===== src/scm_regs.svh =====
// constants of the serial configuration mode interpreter
`ifndef SCM_REGS_SVH
`define SCM_REGS_SVH
`define SCM_CTRL_T       8'h14
`define SCM_CAP_C        8'h43
`define SCM_DIG_0        8'h30
`define SCM_DIG_1        8'h31
`define SCM_DIG_6        8'h36
`define SCM_DIG_9        8'h39
`define SCM_KEY_A        8'h41
`define SCM_KEY_B        8'h42
`define SCM_KEY_D        8'h44
`define SCM_KEY_X        8'h58
`define SCM_INQ_REPLY    8'h30
`define SCM_MASTER_MOD   3'h0
`define SCM_MASTER_PORT  2'h0
`define SCM_NUM_MODS     6
`define SCM_LAST_PAGE    3'h5
`define SCM_OPT_STATUS   4'h1
`define SCM_OPT_DESIG    4'h3
`define SCM_OPT_SELCODE  4'h4
`define SCM_OPT_IDMSG    4'h9
`define SCM_OPT_IDSCHED  4'hB
`define SCM_RST_TIME_MS  5000
`define SCM_CLK_MHZ      50
`define SCM_RST_CYCLES   (`SCM_RST_TIME_MS * 1000 * `SCM_CLK_MHZ)
`define SCM_DEF_BAUD     18'h02580
`define SCM_DEF_BITS     4'h8
`define SCM_DEF_STOP     2'h1
`define SCM_DEF_PARITY   2'h0
`define SCM_DEF_XON      1'h0
`endif


===== src/scm_pkg.sv =====
// types of the serial configuration mode interpreter
package scm_pkg;
   typedef enum logic [3:0] {
      ST_IDLE   = 4'b0000,
      ST_ID     = 4'b0001,
      ST_KEY    = 4'b0010,
      ST_PAGE   = 4'b0011,
      ST_REFKEY = 4'b0100,
      ST_OPT    = 4'b0101,
      ST_RESET  = 4'b0110
   } scm_state_t;
   typedef enum logic [2:0] {
      MSG_NONE   = 3'b000,
      MSG_ID     = 3'b001,
      MSG_MENU   = 3'b010,
      MSG_PROMPT = 3'b011,
      MSG_REFUSE = 3'b100,
      MSG_PAGE   = 3'b101,
      MSG_CHAR   = 3'b110
   } scm_msg_t;
   typedef struct packed {
      logic       valid;
      logic [7:0] data;
      logic [2:0] module_no;
      logic [1:0] port_no;
      logic       serial;
   } scm_rx_t;
   typedef struct packed {
      logic       valid;
      scm_msg_t   code;
      logic       parallel;
      logic [2:0] page;
      logic [7:0] chr;
   } scm_out_t;
   typedef struct packed {
      logic       valid;
      logic [7:0] data;
      logic [2:0] module_no;
      logic [1:0] port_no;
   } scm_spool_t;
   typedef struct packed {
      logic       valid;
      logic [3:0] number;
      logic [2:0] module_no;
      logic       master;
   } scm_option_t;
   typedef struct packed {
      logic [17:0] baud;
      logic [3:0]  bits;
      logic [1:0]  stop;
      logic [1:0]  parity;
      logic        xon_tx;
      logic        xon_rx;
   } scm_sercfg_t;
endpackage


===== src/scm_interp.sv =====
// configuration mode entry, menu and status interpreter
`include "scm_regs.svh"

// Behaviour
// - fitted inquiry option answers ASCII zero
// - module 1 port 1 is master, any module
// - other serial ports configure own module only
// - designation, select code, banner only from master
// - master entry needs whole unit idle, unbuffered
// - master session lights leds, blocks module traffic
// - own module idle entry, leds lit, blocked
// - parallel ports never enter configuration
// - serial ports default 9600 8N1, no xon
// - control-T, C, digit 1-6 requests entry
// - master-only option refused, waits for key
// - foreign module request spooled as print job
// - entry sends identification block then menu
// - serial keys 1-9, A-D options; X exits
// - menu keys compared case sensitively
// - parallel menu shortened, keys 1 through B
// - exit resets with leds lit, no entry
// - status pages, any key next, X menu
// - exit returns to normal operation
// - master configuration port must be serial
module scm_interp
   import scm_pkg::*;
#(
   parameter int RST_CYCLES = `SCM_RST_CYCLES
) (
   input  wire logic        i_core_clk,
   input  wire logic        i_nrst,
   input  wire scm_rx_t     i_rx,
   input  wire logic        i_inq_fitted,
   input  wire logic        i_inquiry,
   input  wire logic [23:0] i_port_busy,
   input  wire logic [5:0]  i_mod_jobs,
   input  wire logic [5:0]  i_mod_parallel,
   input  wire logic        i_out_ready,
   input  wire logic        i_opt_done,
   output scm_out_t         o_out,
   output scm_spool_t       o_spool,
   output scm_option_t      o_option,
   output logic [5:0]       o_mod_block,
   output logic [5:0]       o_mod_led,
   output logic             o_master_led,
   output logic             o_cfg_active,
   output scm_sercfg_t      o_ser_default
);

   // ====================================================
   // key decode
   function automatic logic [3:0] scm_key_opt(input logic [7:0] k, input logic par);
      logic [3:0] o;
      o = 4'h0;
      if (!par) begin
         if (k >= `SCM_DIG_1 && k <= `SCM_DIG_9)
            o = 4'(k - `SCM_DIG_0);
         else if (k >= `SCM_KEY_A && k <= `SCM_KEY_D)
            o = 4'(k - `SCM_KEY_A + 8'h0A);
      end else begin
         // key 3 unused, option 6 gone, options 7 to C move one key down
         if (k == `SCM_DIG_1 || k == 8'h32 || k == 8'h34 || k == 8'h35)
            o = 4'(k - `SCM_DIG_0);
         else if (k >= 8'h36 && k <= `SCM_DIG_9)
            o = 4'(k - `SCM_DIG_0 + 8'h01);
         else if (k == `SCM_KEY_A || k == `SCM_KEY_B)
            o = 4'(k - `SCM_KEY_A + 8'h0B);
      end
      return o;
   endfunction

   function automatic logic scm_master_only(input logic [3:0] opt);
      return opt == `SCM_OPT_DESIG || opt == `SCM_OPT_SELCODE ||
             opt == `SCM_OPT_IDMSG || opt == `SCM_OPT_IDSCHED;
   endfunction

   // ====================================================
   // state
   scm_state_t  state, next_state;
   logic [1:0]  seq, next_seq;
   logic [2:0]  src_mod, next_src_mod;
   logic [1:0]  src_port, next_src_port;
   logic [2:0]  sel_mod, next_sel_mod;
   logic [2:0]  page, next_page;
   logic [27:0] rst_cnt, next_rst_cnt;
   logic [1:0]  spool_cnt, next_spool_cnt;
   logic [7:0]  spool_dig, next_spool_dig;
   logic        inq_pend, next_inq_pend;
   scm_out_t    next_out;
   scm_spool_t  next_spool;
   scm_option_t next_option;

   logic       from_src, src_master, out_free, dig_ok, key_ok;
   logic [2:0] tmod;
   logic [3:0] key_opt;
   logic       sel_par;

   assign from_src   = i_rx.valid && i_rx.module_no == src_mod && i_rx.port_no == src_port;
   assign src_master = src_mod == `SCM_MASTER_MOD && src_port == `SCM_MASTER_PORT;
   assign out_free   = !o_out.valid || i_out_ready;
   assign dig_ok     = state == ST_IDLE && seq == 2'h2 && from_src &&
                       i_rx.data >= `SCM_DIG_1 && i_rx.data <= `SCM_DIG_6;
   assign tmod       = 3'(i_rx.data - `SCM_DIG_1);
   assign sel_par    = i_mod_parallel[sel_mod];
   assign key_ok     = from_src && out_free && !inq_pend;
   assign key_opt    = scm_key_opt(i_rx.data, sel_par);

   always_comb begin
      next_state     = state;
      next_seq       = seq;
      next_src_mod   = src_mod;
      next_src_port  = src_port;
      next_sel_mod   = sel_mod;
      next_page      = page;
      next_rst_cnt   = rst_cnt;
      next_spool_cnt = spool_cnt;
      next_spool_dig = spool_dig;
      next_inq_pend  = inq_pend || (i_inquiry && i_inq_fitted);
      next_out       = o_out;
      next_option    = o_option;
      next_spool     = '0;
      if (i_out_ready)
         next_out.valid = 1'b0;
      if (inq_pend && out_free) begin
         next_out      = '{valid: 1'b1, code: MSG_CHAR, parallel: 1'b0,
                           page: 3'h0, chr: `SCM_INQ_REPLY};
         next_inq_pend = i_inquiry && i_inq_fitted;
      end
      // replay of a refused request into the print path
      if (spool_cnt != 2'h0) begin
         next_spool.valid     = 1'b1;
         next_spool.module_no = src_mod;
         next_spool.port_no   = src_port;
         case (spool_cnt)
            2'h3:    next_spool.data = `SCM_CTRL_T;
            2'h2:    next_spool.data = `SCM_CAP_C;
            default: next_spool.data = spool_dig;
         endcase
         next_spool_cnt = 2'(spool_cnt - 2'h1);
      end
      case (state)
         ST_IDLE: begin
            if (i_rx.valid && i_rx.data == `SCM_CTRL_T && i_rx.serial) begin
               next_seq      = 2'h1;
               next_src_mod  = i_rx.module_no;
               next_src_port = i_rx.port_no;
            end else if (from_src && seq == 2'h1 && i_rx.data == `SCM_CAP_C) begin
               next_seq = 2'h2;
            end else if (dig_ok) begin
               next_seq = 2'h0;
               if (src_master) begin
                  if (i_port_busy == 24'h0 && i_mod_jobs == 6'h0) begin
                     next_state   = ST_ID;
                     next_sel_mod = tmod;
                  end
               end else if (tmod != src_mod) begin
                  next_spool_cnt = 2'h3;
                  next_spool_dig = i_rx.data;
               end else if (i_port_busy[{src_mod, 2'h0} +: 4] == 4'h0 && !i_mod_jobs[src_mod]) begin
                  next_state   = ST_ID;
                  next_sel_mod = tmod;
               end
            end else if (from_src) begin
               next_seq = 2'h0;
            end
         end
         ST_ID: begin
            if (out_free && !inq_pend) begin
               next_out = '{valid: 1'b1, code: MSG_ID, parallel: sel_par,
                            page: 3'h0, chr: 8'h00};
               next_state = ST_OPT;
               next_option.valid = 1'b0;
            end
         end
         ST_KEY: begin
            if (key_ok) begin
               if (i_rx.data == `SCM_KEY_X) begin
                  next_state   = ST_RESET;
                  next_rst_cnt = 28'h0;
               end else if (key_opt == `SCM_OPT_STATUS) begin
                  next_out   = '{valid: 1'b1, code: MSG_PAGE, parallel: sel_par,
                                 page: 3'h0, chr: 8'h00};
                  next_page  = 3'h0;
                  next_state = ST_PAGE;
               end else if (key_opt != 4'h0 && scm_master_only(key_opt) && !src_master) begin
                  next_out   = '{valid: 1'b1, code: MSG_REFUSE, parallel: sel_par,
                                 page: 3'h0, chr: 8'h00};
                  next_state = ST_REFKEY;
               end else if (key_opt != 4'h0) begin
                  next_option = '{valid: 1'b1, number: key_opt,
                                  module_no: sel_mod, master: src_master};
                  next_state  = ST_OPT;
               end else begin
                  next_out = '{valid: 1'b1, code: MSG_PROMPT, parallel: sel_par,
                               page: 3'h0, chr: 8'h00};
               end
            end
         end
         ST_PAGE: begin
            if (key_ok) begin
               if (i_rx.data == `SCM_KEY_X || page == `SCM_LAST_PAGE) begin
                  next_out   = '{valid: 1'b1, code: MSG_MENU, parallel: sel_par,
                                 page: 3'h0, chr: 8'h00};
                  next_state = ST_KEY;
               end else begin
                  next_page  = 3'(page + 3'h1);
                  next_out   = '{valid: 1'b1, code: MSG_PAGE, parallel: sel_par,
                                 page: 3'(page + 3'h1), chr: 8'h00};
               end
            end
         end
         ST_REFKEY: begin
            if (key_ok) begin
               next_out   = '{valid: 1'b1, code: MSG_MENU, parallel: sel_par,
                              page: 3'h0, chr: 8'h00};
               next_state = ST_KEY;
            end
         end
         ST_OPT: begin
            // sub-menus live outside; menu is repeated on their return
            if ((i_opt_done || !o_option.valid) && out_free && !inq_pend) begin
               next_option.valid = 1'b0;
               next_out   = '{valid: 1'b1, code: MSG_MENU, parallel: sel_par,
                              page: 3'h0, chr: 8'h00};
               next_state = ST_KEY;
            end
         end
         ST_RESET: begin
            next_rst_cnt = 28'(rst_cnt + 28'h1);
            if (rst_cnt == 28'(RST_CYCLES - 1))
               next_state = ST_IDLE;
         end
         default: next_state = ST_IDLE;
      endcase
   end

   always_ff @(posedge i_core_clk or negedge i_nrst) begin
      if (!i_nrst) begin
         state     <= ST_IDLE;
         seq       <= 2'h0;
         src_mod   <= 3'h0;
         src_port  <= 2'h0;
         sel_mod   <= 3'h0;
         page      <= 3'h0;
         rst_cnt   <= 28'h0;
         spool_cnt <= 2'h0;
         spool_dig <= 8'h00;
         inq_pend  <= 1'b0;
         o_out     <= '0;
         o_spool   <= '0;
         o_option  <= '0;
      end else begin
         state     <= next_state;
         seq       <= next_seq;
         src_mod   <= next_src_mod;
         src_port  <= next_src_port;
         sel_mod   <= next_sel_mod;
         page      <= next_page;
         rst_cnt   <= next_rst_cnt;
         spool_cnt <= next_spool_cnt;
         spool_dig <= next_spool_dig;
         inq_pend  <= next_inq_pend;
         o_out     <= next_out;
         o_spool   <= next_spool;
         o_option  <= next_option;
      end
   end

   // ====================================================
   // indicators and traffic block
   always_comb begin
      o_cfg_active = state != ST_IDLE && state != ST_RESET;
      o_mod_block  = 6'h00;
      o_mod_led    = 6'h00;
      o_master_led = 1'b0;
      if (o_cfg_active) begin
         o_mod_block[sel_mod] = 1'b1;
         o_mod_led[sel_mod]   = 1'b1;
         o_master_led         = src_master;
      end else if (state == ST_RESET) begin
         o_mod_block  = 6'h3F;
         o_mod_led    = 6'h3F;
         o_master_led = 1'b1;
      end
   end

   assign o_ser_default = '{baud: `SCM_DEF_BAUD, bits: `SCM_DEF_BITS, stop: `SCM_DEF_STOP,
                            parity: `SCM_DEF_PARITY, xon_tx: `SCM_DEF_XON,
                            xon_rx: `SCM_DEF_XON};
endmodule


===== config.mk =====
export PLATFORM = sky130hd
export DESIGN_NAME = scm_interp
export DESIGN_NICKNAME = d
export VERILOG_FILES = /design/src/scm_pkg.sv /design/src/scm_interp.sv
export VERILOG_INCLUDE_DIRS = /design/src /design/src/src
export SDC_FILE = /design/constraint.sdc
export NUM_CORES = 1
export LEC_CHECK = 0
export ABC_AREA = 1
export ABC_CLOCK_PERIOD_IN_PS = 2380
export BUFFER_PORTS_ARGS = -buffer_cell sky130_fd_sc_hd__buf_4
export CAP_MARGIN = 10
export CORE_MARGIN = 5
export CORE_UTILIZATION = 50
export CTS_CLUSTER_SIZE = 16
export DETAILED_ROUTE_END_ITERATION = 7
export PLACE_DENSITY = 0.76
export SETUP_SLACK_MARGIN = 0.15
export SLEW_MARGIN = 25
export SYNTH_ARGS = -nofsm -noshare
export SYNTH_HDL_FRONTEND = slang
export SYNTH_SLANG_ARGS = --single-unit
export TNS_END_PERCENT = 50

===== constraint.sdc =====
create_clock -name i_core_clk -period 2.38 [get_ports i_core_clk]
set_clock_uncertainty 0.2 [all_clocks]
set_input_delay 0.357 -clock i_core_clk [delete_from_list [all_inputs] [get_ports i_core_clk]]
set_output_delay 0.357 -clock i_core_clk [all_outputs]
set_load 0.005 [all_outputs]

==> flow_summary.ini, run 1 <==
[timing]
min_period_over_period = 1.09
setup_slack_ns = -0.218
max-slew-margin-rel = 0.669
max_freq_ghz = 0.385
setup_viol = 30
fin_setup_tns_ns = -2.65
period_needed_ns = 2.60
slew_viol_final = 0
hold_viol = 0
rsz0062_at_grt = true
worst_pin_slew_ns = 0.484

[global_routing]
grt_max_degree = 34
grt_pass1_wl_um = 30200
overflow = 0
antenna_found_initial = 0
grtUsageTotal = 0.254
grt_pass1_vias = 6483

[finish]
nNetsFinal = 1192
area_delta_synth_final_pct = 43.7
regArea_um2 = 2360
fillers = 924
stdcell_count = 1301
drive_gt1_frac = 0.372
multi_input_area_um2 = 3770
num_antenna_cells = 0

[worst_hold_path]
min_path_type = in -> reg
hold_path_depth = 3

[yosys]
ys_warn_count = 0
synthArstFlopShare = 1.00
ys_seq_area_frac = 0.370
syn_inst = 884
synth_edf_count = 0
ys_seq_elements = 94
synthDistinctLibCells = 55
avgSynthCellArea_um2 = 7.18
synth-main-ff-cell = dfrtp_1
synth_area_um2 = 6350

[placed_design]
pre_cts_slack_ns = -0.446
placement.io_buffers = 109
dp.cells = 1252
dpl.hpwl_um = 14200
gp_congestion = 0.981

[power_and_ir_drop]
p_leak_nw = 4.66
power.total_mw = 6.86
power_frac_seq = 0.321
clkPwrFrac = 0.222
ir_drop_v = 0.000397
intPower_mw = 4.05
combPwrFrac = 0.457
p_sw_frac = 0.410
p_switching_mw = 2.81
p_per_area_nw_per_um2 = 752

[clocking]
htree_levels = 3
clk_latency_ns = 0.36
clk_pin_slew_worst_paths_ns = 0.07
cts_buffer_depth = 2
clockRootBuffer = clkbuf_16
cts_tree = yes
clock-sinks = 94
cts_buffers = 9

[outcome]
status = finished, violations left
violations = negative setup slack

[critical_path]
cp.arrival_ns = 2.69
worstSetupPathType = reg -> reg
start_kind = register
cp_max_fo = 3
end_kind = register
rr_worst_depth = 15
crit_required_ns = 2.47

[detailed_routing]
wl_um = 20800
dr.first_iter.drc_count = 924
viasPerCell = 5.48
wl_per_cell_um = 16.0
first_pass_iters = 6
ant_nets = 0
post-route-drc-count = 0
num_vias = 7123

[die]
die_height_um = 123
initial_core_util = 0.507
die_x_um = 123
core_area_um2 = 12500
pin_count = 138
fp-row-count = 41
fp.dieArea_um2 = 15100

[run]
maxCapViolCount = 0
repair_timing:
action,in CTS,in global routing
resized for setup,35,100
gates cloned,1,1
pin swaps,21,48
hold endpoints to repair,31,0
hold buffers,2,0
buffers inserted,16,13
setup endpoints to repair,75,64
path summary, 6_finish.rpt:
path                            slack, ns            to        from
min in group asynchronous            0.29    src_mod[0]      i_nrst
worst min register to register       0.26    rst_cnt[2]  rst_cnt[2]
worst max register to register      -0.22     o_out[13]  sel_mod[0]
worst max-delay path                -0.22     o_out[13]  sel_mod[0]
worst min-delay path                 0.02      inq_pend   i_inquiry
max in group asynchronous            1.07  spool_dig[4]      i_nrst
cells in the mapped netlist, types with 2 or more instances:
library cell  number  area, um2
conb_1             2       7.51
o41ai_1            5       43.8
nand2_2           11       68.8
inv_1            118        443
o22ai_1           16        100
buf_2              4       20.0
nand2_4            2       22.5
a211oi_1           3       22.5
nor2_1            94        353
mux2_2             3       33.8
ha_1              11        138
nor3_1            28        140
nand2_1          205        769
buf_4             37        278
nand3_2            3       30.0
inv_2             12       45.0
nor3_4             2       32.5
xnor2_1            2       17.5
nor2_4             2       22.5
nor4_1             9       56.3
a21boi_0           2       15.0
o21ai_0           38        190
nor2_2             7       43.8
a21oi_1           35        175
o21ai_1           10       50.1
nand4_1           16        100
dfrtp_1           94       2350
clkbuf_1           6       22.5
a31oi_1            3       18.8
a22oi_1            2       15.0
o21ai_2            6       52.6
xor2_1            18        158
nand3_1           55        275
or2_2              2       12.5
cells by family after synthesis:
logic type                 count (synthesis)  synth area share
other                                      2           0.00118
DFF                                       94             0.370
muxes                                      5           0.00867
adders and majority gates                 11            0.0217
buffers and inverters                    179             0.130
and+or+nand+nor                          443             0.318
xor gates and xnor gates                  20            0.0276
AOI/OAI and AO/OA                        130             0.122
per-stage QoR:
stage | instance area, um2 | hold slack (ns) | utilization
2_1_floorplan | 6530 | -0.139 | -
3_3_place_gp | 8060 | 0.131 | 0.644
3_5_place_dp | 8060 | 0.136 | 0.644
4_1_cts | 8650 | 0.00210 | 0.691
5_1_grt | 9130 | 0.0370 | 0.729
6_report | 9130 | 0.0225 | 0.729
power by group through the flow:
stage          combinational, mW  clock (mW)  sequential (mW)
2_1_floorplan               1.71           0             2.16
3_3_place_gp                2.62           0             2.21
3_5_place_dp                2.68           0             2.21
4_1_cts                     2.82        1.54             2.18
5_1_grt                     3.42        1.60             2.24
6_report                    3.13        1.52             2.21
cells in the final DEF, fill, tap and decap left out, types with 4 or more instances in the layout:
master     netlist  layout
nand2_1        205     176
nand2_4          2      14
conb_1           2      28
a21oi_1         35      24
nor2_2           7      10
nor3_2           1       4
o21ai_0         38      30
buf_6            1      12
a21oi_2          0      10
nand3_2          3       8
nand4_1         16      16
nand2_2         11      28
nand3_1         55      47
o21ai_1         10      10
o21ai_2          6      14
dfrtp_2          0       4
ha_1            11       7
inv_2           12      19
nor3_1          28      24
nor4_1           9       8
nor2_1          94      85
o22ai_1         16      13
inv_4            1       4
buf_4           37     232
inv_1          118     105
dfrtp_1         94      90
nor2_4           2       8
clkbuf_16        0       9
nand3_4          1       4
xor2_1          18      18
registers in the layout, summed over array words and instances, names as in the netlist:
signal and count:
src_mod 3, inq_pend 1, state 3, spool_cnt 2, rst_cnt 28, o_spool 14
seq 2, page 3, spool_dig 8, src_port 2, o_option 9, sel_mod 3
o_out 16
critical path: stages (launching register included):
cell	delay (ns)
dfrtp_2	0.45
buf_4	0.15
nand4_1	0.11
nand2_1	0.08
nor2_1	0.15
nand2_2	0.14
nor2_1	0.15
o21ai_2	0.10
buf_4	0.15
a21oi_4	0.16
nand3_1	0.14
nand2_1	0.11
nand2_1	0.08
o21ai_2	0.13
nand2_1	0.09
a21oi_2	0.13
per-layer routing:
metal,wire (um),up-vias,global-route usage
li1,-,3297,-
met2,10200,442,0.424
met4,876,0,0.0868
met1,7930,3279,0.326
met5,0,-,0
met3,1800,105,0.0558
area by class of cell:
cell class                 instances  area share
clock buffer                      11      0.0266
inverter                         131      0.0566
tap                              172      0.0236
timing repair inverter             1    0.000548
sequential                        94       0.258
multi-input combinational        638       0.413
timing repair buffer             249       0.214
clock inverter                     5     0.00727
No activity file was read; power rests on OpenSTA's default activity.
==> run 2: changes to the inputs <==
--- a/config.mk
+++ b/config.mk
@@ -15,8 +15,8 @@
 export CTS_CLUSTER_SIZE = 16
 export DETAILED_ROUTE_END_ITERATION = 7
 export PLACE_DENSITY = 0.76
-export SETUP_SLACK_MARGIN = 0.15
-export SLEW_MARGIN = 25
+export SETUP_SLACK_MARGIN = 0.2
+export SLEW_MARGIN = 15
 export SYNTH_ARGS = -nofsm -noshare
 export SYNTH_HDL_FRONTEND = slang
 export SYNTH_SLANG_ARGS = --single-unit
==> flow_summary.ini, run 2 (synthesized netlist as in run 1, its figures left out) <==
[global_routing]
grt_max_degree = 34
grtUsageTotal = 0.257
overflow = 0
busiest_layer = met2
use_met3 = 0.0599
antenna_found_initial = 0
grtUsageMet2 = 0.428
grtUsageMet1 = 0.327
grt_pass1_wl_um = 30600
grt_pass1_vias = 6570

[power_and_ir_drop]
p_per_area_nw_per_um2 = 762
p_sw_frac = 0.418
p_switching_mw = 3.00
combPwrFrac = 0.481
intPower_mw = 4.18
ir_drop_v = 0.000438
power_frac_seq = 0.306
clkPwrFrac = 0.212
power.total_mw = 7.18
p_leak_nw = 4.78

[clocking]
clock-sinks = 94
cts_tree = yes
cts_buffers = 9
clk_pin_slew_worst_paths_ns = 0.07
htree_levels = 3
cts_buffer_depth = 2
clk_latency_ns = 0.36
clockRootBuffer = clkbuf_16

[die]
fp.dieArea_um2 = 15100
pin_count = 138
core_area_um2 = 12500
die_height_um = 123
initial_core_util = 0.507
fp-row-count = 41
die_x_um = 123

[detailed_routing]
num_vias = 7265
first_pass_iters = 6
ant_nets = 0
wl_per_cell_um = 16.8
dr.first_iter.drc_count = 1028
wl_um = 22000
post-route-drc-count = 0
viasPerCell = 5.54

[critical_path]
r2r-start = sel_mod[0]
worstSetupPathType = reg -> reg
startpoint = sel_mod[0]
cp.arrival_ns = 2.58
end_kind = register
cp_max_fo = 7
start_kind = register
crit_required_ns = 2.42

[placed_design]
gp_congestion = 0.981
placement.io_buffers = 109
dpl.hpwl_um = 14200

[finish]
mostFrequentLayoutCell = buf_4
num_antenna_cells = 0
nNetsFinal = 1203
fillers = 858
reg_top3 = rst_cnt: 28 flops, o_out: 16 flops, o_spool: 14 flops
final_cell_mix = 230 x buf_4, 168 x nand2_1, 104 x inv_1
final_util = 0.753
largest_reg_flops = 28
top_register = rst_cnt
drive_gt1_frac = 0.403
area_delta_synth_final_pct = 48.4

[timing]
slew_viol_final = 0
hold_ws_ns = 0.0124
setup_slack_ns = -0.154
worst_pin_slew_ns = 0.499
period_needed_ns = 2.53
max-slew-margin-rel = 0.667
fin_setup_tns_ns = -2.86
min_period_over_period = 1.06
hold_viol = 0
rsz0062_at_grt = true
setup_viol = 28
max_freq_ghz = 0.395

[worst_hold_path]
min_path_type = in -> reg
worstHoldStart = i_inquiry

[outcome]
status = finished, violations left
violations = negative setup slack

[run]
maxCapViolCount = 0
-- run 2: through the flow --
step	std cells	area (um2)	worst slack [ns]
global placement	1252	8060	-0.324
global route	1312	9420	-0.257
detailed placement	1252	8060	-0.446
CTS	1294	8790	0.0489
floorplan	910	6530	-0.0808
finish	1312	9420	-0.154
-- run 2: area by class of cell --
type,instances,area [um2],share of cell area
Timing Repair inverter,1,7.51,0.000797
Inverter,131,527,0.0559
Clock inverter,5,66.3,0.00704
Sequential cell,94,2360,0.250
Timing Repair Buffer,260,2080,0.221
Multi-Input combinational cell,638,3920,0.416
Tap cell,172,215,0.0228
Clock buffer,11,243,0.0258
-- run 2: per-layer routing --
layer,vias to the layer above,routed length (um)
li1,3321,-
met1,3396,8230
met2,440,11000
met3,108,1930
met4,0,844
met5,-,0
-- run 2: timing repair --
item | 4_1_cts | 5_1_grt
cloned | 1 | 1
hold endpoints to repair | 31 | 0
resized for setup | 62 | 135
setup buffers | 23 | 17
setup endpoints to repair | 78 | 63
hold buffers | 2 | 0
pin swaps | 29 | 62
-- run 2: path summary, 6_finish.rpt --
kind,depth (start not counted),slack (ns),end
worst max-delay path,17,-0.15,state[0]
worst min-delay path,3,0.01,inq_pend
worst max register to register,17,-0.15,state[0]
worst min register to register,2,0.27,spool_dig[3]
max in group asynchronous,3,1.06,spool_dig[7]
min in group asynchronous,2,0.29,spool_dig[0]
-- run 2: power by group through the flow --
| stage | logic (mW) | clock network (mW) | registers (mW) |
|---|---|---|---|
| 2_1_floorplan | 1.71 | 0 | 2.16 |
| 3_3_place_gp | 2.62 | 0 | 2.21 |
| 3_5_place_dp | 2.68 | 0 | 2.21 |
| 4_1_cts | 2.89 | 1.54 | 2.18 |
| 5_1_grt | 3.74 | 1.60 | 2.23 |
| 6_report | 3.46 | 1.52 | 2.20 |
-- run 2: critical path: stages, from the launching register on --
cell and delay [ns]:
dfrtp_2 0.43, inv_2 0.10, nand2_1 0.07, nand2_1 0.07
nand3_2 0.10, nand2_2 0.12, nor2_4 0.05, buf_6 0.14
a21oi_2 0.11, nand2_2 0.09, nand2_4 0.10, nand2_2 0.09
nand3_4 0.08, nand3_4 0.13, buf_4 0.17, buf_6 0.11
a21oi_4 0.15, o21ai_1 0.09
==> run 3: changes to the inputs <==
--- a/config.mk
+++ b/config.mk
@@ -20,4 +20,3 @@
 export SYNTH_ARGS = -nofsm -noshare
 export SYNTH_HDL_FRONTEND = slang
 export SYNTH_SLANG_ARGS = --single-unit
-export TNS_END_PERCENT = 50
==> flow_summary.ini, run 3 (synthesized netlist as in run 1, its figures left out) <==
[outcome]
status = finished, violations left
violations = negative setup slack

[clocking]
clockRootBuffer = clkbuf_16
cts_buffer_depth = 2
htree_levels = 3
cts_tree = yes
cts_buffers = 9
clk_pin_slew_worst_paths_ns = 0.07
clock-sinks = 94
clk_latency_ns = 0.36

[placed_design]
gp_congestion = 0.957
dp.cells = 1240
dpl.hpwl_um = 13900
placed_area_um2 = 8000
placement.io_buffers = 109

[timing]
period_needed_ns = 2.56
setup_slack_ns = -0.178
min_period_over_period = 1.07
setup_viol = 31
hold_ws_ns = 0.0307
slew_viol_final = 0
max-slew-margin-rel = 0.624
max_freq_ghz = 0.391
rsz0062_at_grt = true
worst_pin_slew_ns = 0.562
hold_viol = 0

[finish]
final_cell_mix = 219 x buf_4, 173 x nand2_1, 101 x inv_1
nNetsFinal = 1204
largest_reg_flops = 28
num_antenna_cells = 0
multi_input_area_um2 = 3850
fillers = 873
stdcell_count = 1313
fin_area_um2 = 9370
final_util = 0.748
drive_gt1_frac = 0.392
area_delta_synth_final_pct = 47.5
regArea_um2 = 2360
top_register = rst_cnt
reg_top3 = rst_cnt: 28 flops, o_out: 16 flops, o_spool: 14 flops
mostFrequentLayoutCell = buf_4

[die]
die_x_um = 123
pin_count = 138
initial_core_util = 0.507
die_height_um = 123
fp.dieArea_um2 = 15100
core_area_um2 = 12500
fp-row-count = 41

[power_and_ir_drop]
p_leak_nw = 4.74
ir_drop_v = 0.000426
power.total_mw = 6.99
p_per_area_nw_per_um2 = 747

[critical_path]
start_kind = register
worstSetupPathType = reg -> reg
worstPathCellList = inv_2 > nand2_1 > nand2_1 > nand3_4 > nand2_2 > nor2_2 > buf_6 > nor2_2 > nand3_1 > nand2_2 > inv_2 > nand2_2 > nand3_2 > nand3_4 > buf_6 > nand2_2 > o21ai_1 > nand2_1 > a21oi_2
path_common_cell = nand2_2
end_kind = register
cp.arrival_ns = 2.64
cp_slowest_stage_delay_ns = 0.45
slowest_stage = dfrtp_2
crit_required_ns = 2.47
cp_max_fo = 7

[global_routing]
overflow = 0
grtUsageTotal = 0.263
grt_pass1_wl_um = 31500
grt_max_degree = 43
antenna_found_initial = 0
grt_pass1_vias = 6693

[run]
maxCapViolCount = 0

[detailed_routing]
wl_per_cell_um = 16.9
dr.first_iter.drc_count = 1015
num_vias = 7335
wl_um = 22300
viasPerCell = 5.59
first_pass_iters = 7
post-route-drc-count = 0
ant_nets = 0

[worst_hold_path]
min_path_type = in -> reg
run 3: worst paths after layout:
kind                               from     endpoint  slack (ns)  cells after the start
setup / recovery             sel_mod[0]    o_out[13]       -0.18                     19
hold / removal             i_inq_fitted     inq_pend        0.03                      3
setup reg to reg             sel_mod[0]    o_out[13]       -0.18                     19
hold reg to reg              rst_cnt[2]   rst_cnt[2]        0.25                      1
max in group asynchronous        i_nrst   sel_mod[0]        0.97                      3
min in group asynchronous        i_nrst  src_port[1]        0.33                      2
run 3: metrics by stage:
stage,setup slack [ns],TNS [ns]
floorplan,-0.0795,-0.703
global placement,-0.259,-8.12
detailed placement,-0.348,-10.64
CTS,0.0512,0
global route,-0.308,-6.94
finish,-0.178,-2.70
run 3: per-layer routing:
layer	vias up	GRT usage	share of wire
li1	3328	-	-
met1	3489	0.332	0.38
met2	406	0.453	0.50
met3	112	0.0373	0.073
met4	0	0.105	0.050
met5	-	0	0
run 3: power breakdown:
part / internal, mW / switching (mW) / leakage [nW]
clock: 0.755 / 0.704 / 0.138
sequential: 1.92 / 0.286 / 1.23
combinational: 1.35 / 1.98 / 3.37
run 3: area by class of cell:
| type | count | area share |
|---|---|---|
| inverters | 131 | 0.0554 |
| multi-input cells | 639 | 0.411 |
| flip-flops and latches | 94 | 0.252 |
| clock buffers | 10 | 0.0255 |
| clock inverters | 6 | 0.00561 |
| repair buffers | 261 | 0.228 |
| well taps | 172 | 0.0230 |
run 3: critical path, delay by kind of cell, from the launching register on:
family                 cells  cell delay (ns)
AO/OA/AOI/OAI              2             0.28
buffers and inverters      4             0.42
flip-flops                 1             0.45
AND/OR/NAND/NOR           13             1.11
run 3: what timing repair did:
| action | 4_1_cts | 5_1_grt |
|---|---|---|
| gates resized for setup | 52 | 123 |
| endpoints found under the setup margin | 57 | 65 |
| setup buffers | 31 | 23 |
| hold buffers | 1 | 0 |
| endpoints found under the hold margin | 34 | 0 |
| gates cloned | 1 | 1 |
| pin swaps | 35 | 44 |
